===== src/pkg/psbc_pkg.sv =====
// Package of constants for the protector status and balance control link
package psbc_pkg;
   // ***************************
   // Clock and timing
   // ***************************
   localparam int CLK_HZ = 20000000;
   localparam int OT_HOLD_US = 200;
   localparam int OT_HOLD_CYC = (OT_HOLD_US * (CLK_HZ / 1000000));
   localparam int SEC_CYC = CLK_HZ;
   localparam int SEC_PER_MIN = 60;
   // ***************************
   // Field layout
   // ***************************
   localparam int CELLS = 6;
   localparam int BAL_RANGE_BIT = 7;
   localparam int TIMER_W = 8;
   // Fault status bits
   localparam int F_CFG_DBL = 0;
   localparam int F_FORCE = 1;
   localparam int F_POR = 2;
   localparam int F_CRC = 3;
   localparam int F_UV = 4;
   localparam int F_OV = 5;
   localparam int FAULT_W = 6;
   // Alert status bits
   localparam int A_ADDR = 0;
   localparam int A_PARITY = 1;
   localparam int A_CFG_COR = 2;
   localparam int A_FORCE = 3;
   localparam int A_OVERHEAT = 4;
   localparam int A_SLEEP = 5;
   localparam int A_OT1 = 6;
   localparam int A_OT2 = 7;
   localparam int ALERT_W = 8;
   localparam logic [5:0] ADDR_MIN = 6'h01;
   localparam logic [5:0] ADDR_MAX = 6'h3E;
endpackage


===== src/pkg/psbc_if.sv =====
// Interface joining the monitor device and its host-side controller
interface psbc_if;
   import psbc_pkg::*;
   logic fault_h;
   logic alert_h;
   logic wr_fault;
   logic wr_alert;
   logic wr_bal;
   logic wr_time;
   logic wr_tsen;
   logic [7:0] wdata;
   logic [FAULT_W-1:0] fault_status;
   logic [ALERT_W-1:0] alert_status;
   logic [7:0] dev_status;
   modport device (output fault_h, alert_h, fault_status, alert_status,
      dev_status, input wr_fault, wr_alert, wr_bal, wr_time, wr_tsen,
      wdata);
   modport host (input fault_h, alert_h, fault_status, alert_status,
      dev_status, output wr_fault, wr_alert, wr_bal, wr_time, wr_tsen,
      wdata);
endinterface


===== src/logic/psbc_device.sv =====
// Monitor device: status flags, fault/alert chain, balance safety timer
module psbc_device
   import psbc_pkg::*;
#(
   parameter int OT_HOLD = OT_HOLD_CYC,
   parameter int TICK_CYC = SEC_CYC
) (
   // Clock and reset
   input wire logic REF_CLK,
   input wire logic RESET_N,
   // Host side
   psbc_if.device LNK,
   // Strap and chain
   input wire logic HOST_SEL,
   input wire logic FAULT_NORTH,
   input wire logic ALERT_NORTH,
   output logic FAULT_SOUTH,
   output logic ALERT_SOUTH,
   // Event inputs
   input wire logic CFG_DBL_ERR,
   input wire logic CRC_ERR,
   input wire logic CELL_UNDERVOLT_FLAG,
   input wire logic CELL_OVERVOLT_FLAG,
   input wire logic [5:0] DEV_ADDR,
   input wire logic PARITY_ERR,
   input wire logic CFG_MEM_CORRECTED_FLAG,
   input wire logic DIE_OVERHEAT_FLAG,
   input wire logic SLEEP_EN,
   input wire logic TEMP_INPUT_ONE_OVER,
   input wire logic TEMP_INPUT_TWO_OVER,
   // Analog controls
   output logic THERMISTOR_ONE_POWER_EN,
   output logic THERMISTOR_TWO_POWER_EN,
   output logic OT_COMP_EN,
   output logic [CELLS-1:0] BALANCE_OUTPUT
);
   // ***************************
   // State
   // ***************************
   typedef struct packed {
      logic por;
      logic sleep;
      logic [31:0] ot_cnt;
      logic [FAULT_W-1:0] fault;
      logic [ALERT_W-1:0] alert;
      logic [1:0] tsen;
      logic [7:0] bal;
      logic [TIMER_W-1:0] tval;
      logic run;
      logic [31:0] pre;
      logic [5:0] mins;
      logic [TIMER_W-1:0] left;
      logic fs;
      logic as;
      logic fh;
      logic ah;
      logic ote;
      logic [CELLS-1:0] bo;
   } psbc_dev_t;
   psbc_dev_t s_q, s_d;
   logic [ALERT_W-1:0] a_ev;
   logic [FAULT_W-1:0] f_ev;
   logic tick;
   logic fo;
   logic ao;

   function automatic logic [7:0] w1c(logic [7:0] cur, logic [7:0] ev,
      logic [7:0] wd, logic wr, int fb);
      logic [7:0] r;
      r = cur;
      if (wr) begin
         r = cur & ~wd;
         r[fb] = wd[fb];
      end
      return r | ev; // Set beats clear
   endfunction

   always_comb begin
      s_d = s_q;
      s_d.por = 1'b0;
      s_d.sleep = SLEEP_EN;
      f_ev = '0;
      f_ev[F_CFG_DBL] = CFG_DBL_ERR;
      f_ev[F_POR] = s_q.por;
      f_ev[F_CRC] = CRC_ERR;
      f_ev[F_UV] = CELL_UNDERVOLT_FLAG;
      f_ev[F_OV] = CELL_OVERVOLT_FLAG;
      a_ev = '0;
      a_ev[A_ADDR] = (DEV_ADDR < ADDR_MIN) || (DEV_ADDR > ADDR_MAX);
      a_ev[A_PARITY] = PARITY_ERR;
      a_ev[A_CFG_COR] = CFG_MEM_CORRECTED_FLAG;
      a_ev[A_OVERHEAT] = DIE_OVERHEAT_FLAG;
      a_ev[A_SLEEP] = SLEEP_EN ^ s_q.sleep;
      // Comparator outputs ignored while settling
      a_ev[A_OT1] = TEMP_INPUT_ONE_OVER && s_q.ot_cnt == 0 && !SLEEP_EN;
      a_ev[A_OT2] = TEMP_INPUT_TWO_OVER && s_q.ot_cnt == 0 && !SLEEP_EN;
      s_d.fault = FAULT_W'(w1c({2'h0, s_q.fault}, {2'h0, f_ev},
         LNK.wdata, LNK.wr_fault, F_FORCE));
      s_d.alert = w1c(s_q.alert, a_ev, LNK.wdata, LNK.wr_alert, A_FORCE);
      if (LNK.wr_tsen) begin
         s_d.tsen = LNK.wdata[1:0];
      end
      // Settle hold after sleep exit
      if (s_q.sleep && !SLEEP_EN) begin
         s_d.ot_cnt = OT_HOLD;
      end else if (s_q.ot_cnt != 0) begin
         s_d.ot_cnt = s_q.ot_cnt - 32'h1;
      end
      // Prescaler; minutes use sixty second ticks
      tick = 1'b0;
      if (s_q.run) begin
         if (s_q.pre >= TICK_CYC - 1) begin
            s_d.pre = '0;
            if (!s_q.bal[BAL_RANGE_BIT] ||
               s_q.mins == 6'(SEC_PER_MIN - 1)) begin
               s_d.mins = '0;
               tick = 1'b1;
            end else begin
               s_d.mins = s_q.mins + 6'h1;
            end
         end else begin
            s_d.pre = s_q.pre + 32'h1;
         end
      end
      if (tick) begin
         s_d.left = s_q.left - 8'h1;
         if (s_q.left <= 8'h1) begin
            s_d.run = 1'b0;
            s_d.bal[CELLS-1:0] = '0;
         end
      end
      if (LNK.wr_time) begin
         s_d.tval = LNK.wdata;
      end
      if (LNK.wr_bal) begin
         s_d.bal = LNK.wdata;
         if (LNK.wdata[CELLS-1:0] == '0) begin
            s_d.run = 1'b0;
         end else if (s_q.bal[CELLS-1:0] == '0) begin
            // Only a zero start restarts
            s_d.pre = '0;
            s_d.mins = '0;
            s_d.left = LNK.wr_time ? LNK.wdata : s_q.tval;
            // Zero period never runs, else it would wrap
            s_d.run = (s_d.left != '0);
         end
      end
      if (!s_d.run) begin
         s_d.pre = '0;
         s_d.mins = '0;
      end
      // Chain: force and pin events except the CRC flag, plus north relay
      fo = FAULT_NORTH || (|(s_q.fault & ~(6'h1 << F_CRC)));
      ao = ALERT_NORTH || (|s_q.alert);
      s_d.fs = fo && HOST_SEL;
      s_d.fh = fo && !HOST_SEL;
      s_d.as = ao && HOST_SEL;
      s_d.ah = ao && !HOST_SEL;
      s_d.ote = (s_d.ot_cnt == 0) && !s_d.sleep;
      // Zero timer value blocks balancing
      s_d.bo = (s_d.run && s_d.tval != 0) ? s_d.bal[CELLS-1:0] : '0;
   end

   always_ff @(posedge REF_CLK or negedge RESET_N) begin
      if (!RESET_N) begin
         s_q <= '0;
         s_q.por <= 1'b1;
      end else begin
         s_q <= s_d;
      end
   end

   // ***************************
   // Outputs
   // ***************************
   assign THERMISTOR_ONE_POWER_EN = s_q.tsen[0];
   assign THERMISTOR_TWO_POWER_EN = s_q.tsen[1];
   assign OT_COMP_EN = s_q.ote;
   assign BALANCE_OUTPUT = s_q.bo;
   assign FAULT_SOUTH = s_q.fs;
   assign ALERT_SOUTH = s_q.as;
   assign LNK.fault_h = s_q.fh;
   assign LNK.alert_h = s_q.ah;
   assign LNK.fault_status = s_q.fault;
   assign LNK.alert_status = s_q.alert;
   assign LNK.dev_status = {5'h0, s_q.run, |s_q.alert, |s_q.fault};
endmodule // psbc_device


===== src/flat_wrapper.sv =====
// flat-port wrapper written by rule: the top's interface ports become plain ports
module psbc_device_flat import psbc_pkg::*;
#(
   parameter int OT_HOLD = OT_HOLD_CYC,
   parameter int TICK_CYC = SEC_CYC
)
  (REF_CLK, RESET_N, HOST_SEL, FAULT_NORTH, ALERT_NORTH, FAULT_SOUTH, ALERT_SOUTH, CFG_DBL_ERR, CRC_ERR, CELL_UNDERVOLT_FLAG, CELL_OVERVOLT_FLAG, DEV_ADDR, PARITY_ERR, CFG_MEM_CORRECTED_FLAG, DIE_OVERHEAT_FLAG, SLEEP_EN, TEMP_INPUT_ONE_OVER, TEMP_INPUT_TWO_OVER, THERMISTOR_ONE_POWER_EN, THERMISTOR_TWO_POWER_EN, OT_COMP_EN, BALANCE_OUTPUT, LNK_fault_h, LNK_alert_h, LNK_fault_status, LNK_alert_status, LNK_dev_status, LNK_wr_fault, LNK_wr_alert, LNK_wr_bal, LNK_wr_time, LNK_wr_tsen, LNK_wdata);
  psbc_if LNK_i ();
  input wire logic REF_CLK;
  input wire logic RESET_N;
  input wire logic HOST_SEL;
  input wire logic FAULT_NORTH;
  input wire logic ALERT_NORTH;
  output logic FAULT_SOUTH;
  output logic ALERT_SOUTH;
  input wire logic CFG_DBL_ERR;
  input wire logic CRC_ERR;
  input wire logic CELL_UNDERVOLT_FLAG;
  input wire logic CELL_OVERVOLT_FLAG;
  input wire logic [5:0] DEV_ADDR;
  input wire logic PARITY_ERR;
  input wire logic CFG_MEM_CORRECTED_FLAG;
  input wire logic DIE_OVERHEAT_FLAG;
  input wire logic SLEEP_EN;
  input wire logic TEMP_INPUT_ONE_OVER;
  input wire logic TEMP_INPUT_TWO_OVER;
  output logic THERMISTOR_ONE_POWER_EN;
  output logic THERMISTOR_TWO_POWER_EN;
  output logic OT_COMP_EN;
  output logic [CELLS-1:0] BALANCE_OUTPUT;
  output wire logic [$bits(LNK_i.fault_h)-1:0] LNK_fault_h;
  output wire logic [$bits(LNK_i.alert_h)-1:0] LNK_alert_h;
  output wire logic [$bits(LNK_i.fault_status)-1:0] LNK_fault_status;
  output wire logic [$bits(LNK_i.alert_status)-1:0] LNK_alert_status;
  output wire logic [$bits(LNK_i.dev_status)-1:0] LNK_dev_status;
  input wire logic [$bits(LNK_i.wr_fault)-1:0] LNK_wr_fault;
  input wire logic [$bits(LNK_i.wr_alert)-1:0] LNK_wr_alert;
  input wire logic [$bits(LNK_i.wr_bal)-1:0] LNK_wr_bal;
  input wire logic [$bits(LNK_i.wr_time)-1:0] LNK_wr_time;
  input wire logic [$bits(LNK_i.wr_tsen)-1:0] LNK_wr_tsen;
  input wire logic [$bits(LNK_i.wdata)-1:0] LNK_wdata;
  assign LNK_fault_h = LNK_i.fault_h;
  assign LNK_alert_h = LNK_i.alert_h;
  assign LNK_fault_status = LNK_i.fault_status;
  assign LNK_alert_status = LNK_i.alert_status;
  assign LNK_dev_status = LNK_i.dev_status;
  assign LNK_i.wr_fault = LNK_wr_fault;
  assign LNK_i.wr_alert = LNK_wr_alert;
  assign LNK_i.wr_bal = LNK_wr_bal;
  assign LNK_i.wr_time = LNK_wr_time;
  assign LNK_i.wr_tsen = LNK_wr_tsen;
  assign LNK_i.wdata = LNK_wdata;
  psbc_device #(.OT_HOLD(OT_HOLD), .TICK_CYC(TICK_CYC)) u_core (.REF_CLK(REF_CLK), .RESET_N(RESET_N), .LNK(LNK_i), .HOST_SEL(HOST_SEL), .FAULT_NORTH(FAULT_NORTH), .ALERT_NORTH(ALERT_NORTH), .FAULT_SOUTH(FAULT_SOUTH), .ALERT_SOUTH(ALERT_SOUTH), .CFG_DBL_ERR(CFG_DBL_ERR), .CRC_ERR(CRC_ERR), .CELL_UNDERVOLT_FLAG(CELL_UNDERVOLT_FLAG), .CELL_OVERVOLT_FLAG(CELL_OVERVOLT_FLAG), .DEV_ADDR(DEV_ADDR), .PARITY_ERR(PARITY_ERR), .CFG_MEM_CORRECTED_FLAG(CFG_MEM_CORRECTED_FLAG), .DIE_OVERHEAT_FLAG(DIE_OVERHEAT_FLAG), .SLEEP_EN(SLEEP_EN), .TEMP_INPUT_ONE_OVER(TEMP_INPUT_ONE_OVER), .TEMP_INPUT_TWO_OVER(TEMP_INPUT_TWO_OVER), .THERMISTOR_ONE_POWER_EN(THERMISTOR_ONE_POWER_EN), .THERMISTOR_TWO_POWER_EN(THERMISTOR_TWO_POWER_EN), .OT_COMP_EN(OT_COMP_EN), .BALANCE_OUTPUT(BALANCE_OUTPUT));
endmodule

===== config.mk =====
export PLATFORM = sky130hd
export DESIGN_NAME = psbc_device_flat
export DESIGN_NICKNAME = d
export VERILOG_FILES = /design/src/pkg/psbc_pkg.sv /design/src/pkg/psbc_if.sv /design/src/logic/psbc_device.sv /design/src/flat_wrapper.sv
export SDC_FILE = /design/constraint.sdc
export NUM_CORES = 1
export LEC_CHECK = 0
export BUFFER_PORTS_ARGS = -buffer_cell sky130_fd_sc_hd__clkbuf_2
export CAP_MARGIN = 0
export CORE_AREA = 2 2 119 121
export CTS_CLUSTER_DIAMETER = 40
export DETAILED_ROUTE_END_ITERATION = 7
export DIE_AREA = 0 0 121 123
export GPL_TIMING_DRIVEN = 0
export PLACE_DENSITY_LB_ADDON = 0.2
export SLEW_MARGIN = 25
export SYNTH_ARGS = -nofsm -noshare
export SYNTH_HDL_FRONTEND = slang
export SYNTH_SLANG_ARGS = --single-unit

===== constraint.sdc =====
create_clock -name REF_CLK -period 3.6 [get_ports REF_CLK]
set_clock_uncertainty 0.1 [all_clocks]
set_input_delay 0.72 -clock REF_CLK [delete_from_list [all_inputs] [get_ports REF_CLK]]
set_output_delay 0.72 -clock REF_CLK [all_outputs]
set_load 0.02 [all_outputs]

Yosys cells after proc, flatten, opt, wreduce, memory -nomap -nowiden
Cells that the tools add are included.

word-level totals
  register bits = 124
  input port bits = 34
  output and inout port bits = 35
  logic and storage cells = 85

operators by class
  $add $sub $neg = 4
  $lt $le $gt $ge = 4
  equality and inequality tests = 1
  mux-type cells = 24
  bitwise logic cells = 6
  reduce and logical (&&, ||, !) cells = 27

operators by type and width
  cell                                                                                   count
  32-bit two-way mux                                                                     3
  47-bit two-way mux                                                                     2
  38-bit two-way mux                                                                     2
  32-bit logical NOT                                                                     2
  46-bit two-way mux                                                                     1
  6-bit two-way mux                                                                      7
  32-bit by 1-bit adder with 32-bit output, second input constant                        1
  32-bit by 25-bit greater-or-equal comparator with 1-bit output, second input constant  1
  32-bit nonzero test                                                                    1
  32-bit by 1-bit subtractor with 32-bit output, second input constant                   1
  8-bit two-way mux                                                                      3
  6-bit logical NOT                                                                      2
  1-bit logical AND                                                                      11
  8-bit AND                                                                              1
  8-bit by 1-bit less-or-equal comparator with 1-bit output, second input constant       1
  8-bit NOT                                                                              1
  8-bit OR                                                                               1
  8-bit nonzero test                                                                     1
  8-bit OR reduction                                                                     1
  8-bit by 1-bit subtractor with 8-bit output, second input constant                     1
  6-bit by 1-bit adder with 6-bit output, second input constant                          1
  6-bit AND                                                                              1
  6-bit equality test, second input constant                                             1
  6-bit greater-than comparator, second input constant                                   1
  8 further kinds                                                                        18

Longest topological paths before layout
  depth in word-level cells = 11
  depth in mapped cells = 11
  depth with buffers taken out = 10

Worst setup path after synthesis
No wires, ideal clock.

  kind = reg2reg
  start = register u_core.s_q[98] in the netlist's numbering
  end = register u_core.s_q (netlist bit u_core.OT_COMP_EN)
  arrival time = 2.588 ns
  required time = 3.404 ns
  path slack = 0.816 ns
  cell stages (with the launch flop) = 10
  buffers on the path = 1
  clock period less this slack = 2.784 ns
  cells stage by stage = dfrtp_1 -> or4_4 -> nor4_4 -> nand3_2 -> or3_1 -> buf_6 -> nor2_4 -> o21ai_2 -> or4_4 -> nor4_2

RTL lines
  what         RTL line           source
  from (decl)  psbc_device.sv:60  psbc_dev_t s_q, s_d;

==> metrics.md <==
| Metric | Value |
|---|---|
| Status | `complete, no violations` |
| Total GRT Usage | `0.1930` |
| Routed Antenna Nets | `0` |
| TritonCTS clock tree | `yes` |
| Area of the core | `~14,000 um^2` |
| Seq/Total Area, Yosys | `0.5010` |
| Gr ovfl total | `0` |
| Post-synth top flop | `dfrtp_1` |
| Clock Tree Root | `clkbuf_16` |
| Rel. slew slack | `0.5978` |
| Synth-to-layout area growth | `19.77%` |
| Drt first-iter violations | `268` |
| Largest net degree at the start of global routing | `90` |
| Fin nets | `748` |
| Reg clk slew, reported paths | `~0.050 ns` |
| Final period utilization | `0.9191` |
| Die ar. | `14,880 um^2` |
| Tmin final | `around 3.3 ns` |
| FFs w/ async S/R, synth | `1.000` |
| Fin. max-slew vios | `0` |
| Mean post-synth cell area | `9.993 um^2` |
| Hold WS | `0.1101 ns` |
| CTS Buf Count | `17` |
| Initial antenna violation count | `0` |
| Hold Crit Class | `input port to asynchronous set/reset pin` |
| DRC | `0` |
| Synth top area share | `0.4967` |
| Required @ worst endpoint | `3.81 ns` |
| CP Launch Type | `register` |
| Yosys top cell by area | `dfrtp_1` |
| Vias per cell | `5.167` |
| DP Wirelength | `between 9000 and 10,000 um` |
| Power Dens Cells | `554.1 nW/um^2` |
| Non-Filler Instances | `900` |
| Clock Latency Late Sink | `0.41 ns` |
| FF+latch count, synth | `123` |
| Vias after detailed routing | `4,650` |
| Cell count after placement | `868` |
| Syn Inst Count | `615` |
| DRT Pass-1 Iters | `5` |
| H-tree levels | `4` |
| Post-Syn Area | `~6100 um^2` |
| Post_cts resized | `0` |
| Crit path max fanout | `8` |
| Critical Path Start | `u_core.s_q[114]$_DFF_PN0_` |
| Fin. Hold Viols | `0` |
| CTS Buffer Depth | `2` |
| Leakage power total | `~0.0032 uW` |
| Peak VDD IR | `629.8 uV` |
| Top Ports | `69` |
| Routed length per instance | `~15 um` |
| RSZ-0062 raised after global routing | `no` |
| Share of cells above drive strength 1 | `0.2069` |
| Final Setup Violations | `0` |
| Critical path class | `register to register` |
| Post-CTS Setup Bufs | `0` |
| # clock sinks | `123` |
| Filler cell count | `1,212` |
| Crit. End Element | `register` |
| Synth area leaders | `dfrtp_1, nor2_1, xnor2_1` |
| ANT cells | `0` |
| Worst r2r src | `u_core.s_q[114]$_DFF_PN0_` |
| Vias in the first global route | `4,781` |
| EDFF count, synth | `0` |
| Count leader, synth | `dfrtp_1` |
| Worst-margin pin slew | `0.5978 ns` |
| Worst Path Arrival | `3.52 ns` |
| FMAX | `around 0.3 GHz` |
| FP Rows | `43` |
| Die Y | `about 120 um` |
| Syn. warnings | `0` |
| WL final | `13,240 um` |
| Synth unique cells | `59` |
| Die W | `121 um` |
| Post-layout instance area | `between 7000 and 8000 um^2` |
| # port buffers | `60` |
| RePlAce Congestion | `0.8675` |
| Post-CTS Hold Fix Bufs | `0` |
| Top post-synthesis cells by count | `dfrtp_1, nor2_1, nand2_1` |
| Initial core utilization | `0.4515` |
| Max-Cap Viols | `0` |
| First-pass GRT wire length | `between 20,000 and 25,000 um` |
| Post-DP Area | `6753 um^2` |
## kinds of logic (layout without fill, tap and decap cells)
family	Yosys count	after routing	share of synthesized area
compound gates	81	81	0.08734
other cells	1	13	0.0006102
mux	15	15	0.02626
simple gates	278	278	0.2398
flops	123	123	0.5010
buf+inv	59	152	0.05802
xor+xnor	51	51	0.07268
fa+ha+maj	7	7	0.01425
## layout by cell type (no fill, tap or decap), types with 8 or more instances in the layout
| master | netlist | final |
|---|---|---|
| a21o_1 | 8 | 8 |
| a21oi_1 | 25 | 25 |
| a22o_1 | 8 | 8 |
| and3_1 | 8 | 8 |
| buf_4 | 26 | 26 |
| clkbuf_1 | 14 | 18 |
| clkbuf_16 | 0 | 17 |
| clkbuf_2 | 0 | 59 |
| conb_1 | 1 | 13 |
| dfrtp_1 | 122 | 122 |
| inv_1 | 14 | 14 |
| mux2_2 | 9 | 9 |
| nand2_1 | 49 | 49 |
| nand3_1 | 15 | 15 |
| nand4_1 | 12 | 12 |
| nor2_1 | 85 | 85 |
| nor3_1 | 23 | 23 |
| nor4_1 | 17 | 17 |
| o21ai_0 | 14 | 14 |
| or3_1 | 12 | 12 |
| or4_1 | 10 | 10 |
| xnor2_1 | 31 | 31 |
| xor2_1 | 20 | 20 |
## routing by layer
metal  share of wire  vias to the layer above  routed length, um  global-route usage
li1                -                     2306                  -                   -
met1            0.45                     2264               5964              0.2405
met2            0.50                       58               6661              0.3223
met3           0.028                       22                376             0.05212
met4           0.018                        0                236             0.07267
met5               0                        -                  0                   0
## cell type report
cell class	count	area (um^2)	area share
Sequential cell	123	3079	0.4183
Multi-Input combinational cell	445	2755	0.3743
Clock buffer	25	495.5	0.06731
Timing Repair Buffer	61	336.6	0.04572
Buffer	45	304.0	0.04131
Tap cell	180	225.2	0.03060
Clock inverter	7	112.6	0.01530
Inverter	14	52.55	0.007139
## state kept, by name, indices dropped and copies added (netlist names)
name and cells:
u_core.s_q 94, u_core.LNK.fault_status 6, u_core.FAULT_SOUTH 1, u_core.LNK.alert_status 8
u_core.f_ev 1, u_core.ALERT_SOUTH 1, u_core.BALANCE_OUTPUT 6, u_core.LNK.fault_h 1
u_core.THERMISTOR_ONE_POWER_EN 1, u_core.THERMISTOR_TWO_POWER_EN 1, u_core.LNK.dev_status 1, u_core.OT_COMP_EN 1
u_core.LNK.alert_h 1
## worst paths after layout
| path | slack (ns) | to | cells past startpoint |
|---|---|---|---|
| setup / recovery | 0.29 | u_core.OT_COMP_EN$_DFF_PN0_ | 8 |
| hold / removal | 0.11 | u_core.s_q[116]$_DFF_PN0_ | 1 |
| setup reg to reg | 0.29 | u_core.OT_COMP_EN$_DFF_PN0_ | 8 |
| hold reg to reg | 0.40 | u_core.s_q[60]$_DFF_PN0_ | 2 |
| max in group asynchronous | 2.56 | u_core.f_ev[2]$_DFF_PN1_ | 2 |
| min in group REF_CLK | 0.38 | u_core.s_q[122]$_DFF_PN0_ | 1 |
## report_power, final
part | leakage (uW) | switching [uW] | internal [uW]
Sequential | 0.00154 | 117 | 1520
Clock | 0.000297 | 571 | 1160
Combinational | 0.00138 | 409 | 298
Total | 0.00322 | 1100 | 2980
## per-stage QoR
stage	power [uW]	util	setup WS [ns]	TNS (ns)
floorplan	2145	-	0.8163	0
global placement	2342	0.4934	-0.1238	-13.74
detailed placement	2371	0.4961	0.4526	0
CTS	4123	0.5408	0.3983	0
global route	4276	0.5408	0.1133	0
finish	4079	0.5408	0.2911	0
## worst max-delay path, cell delays in order (launching register included)
cell and delay (ns):
dfrtp_1 0.45, nor4_1 0.55, nand4_2 0.42, o21ai_1 0.42, xor2_1 0.29, o2111ai_1 0.17
nor4b_1 0.35, o2111ai_1 0.20, nor4_2 0.26
Power figures use the tool's default switching activity.
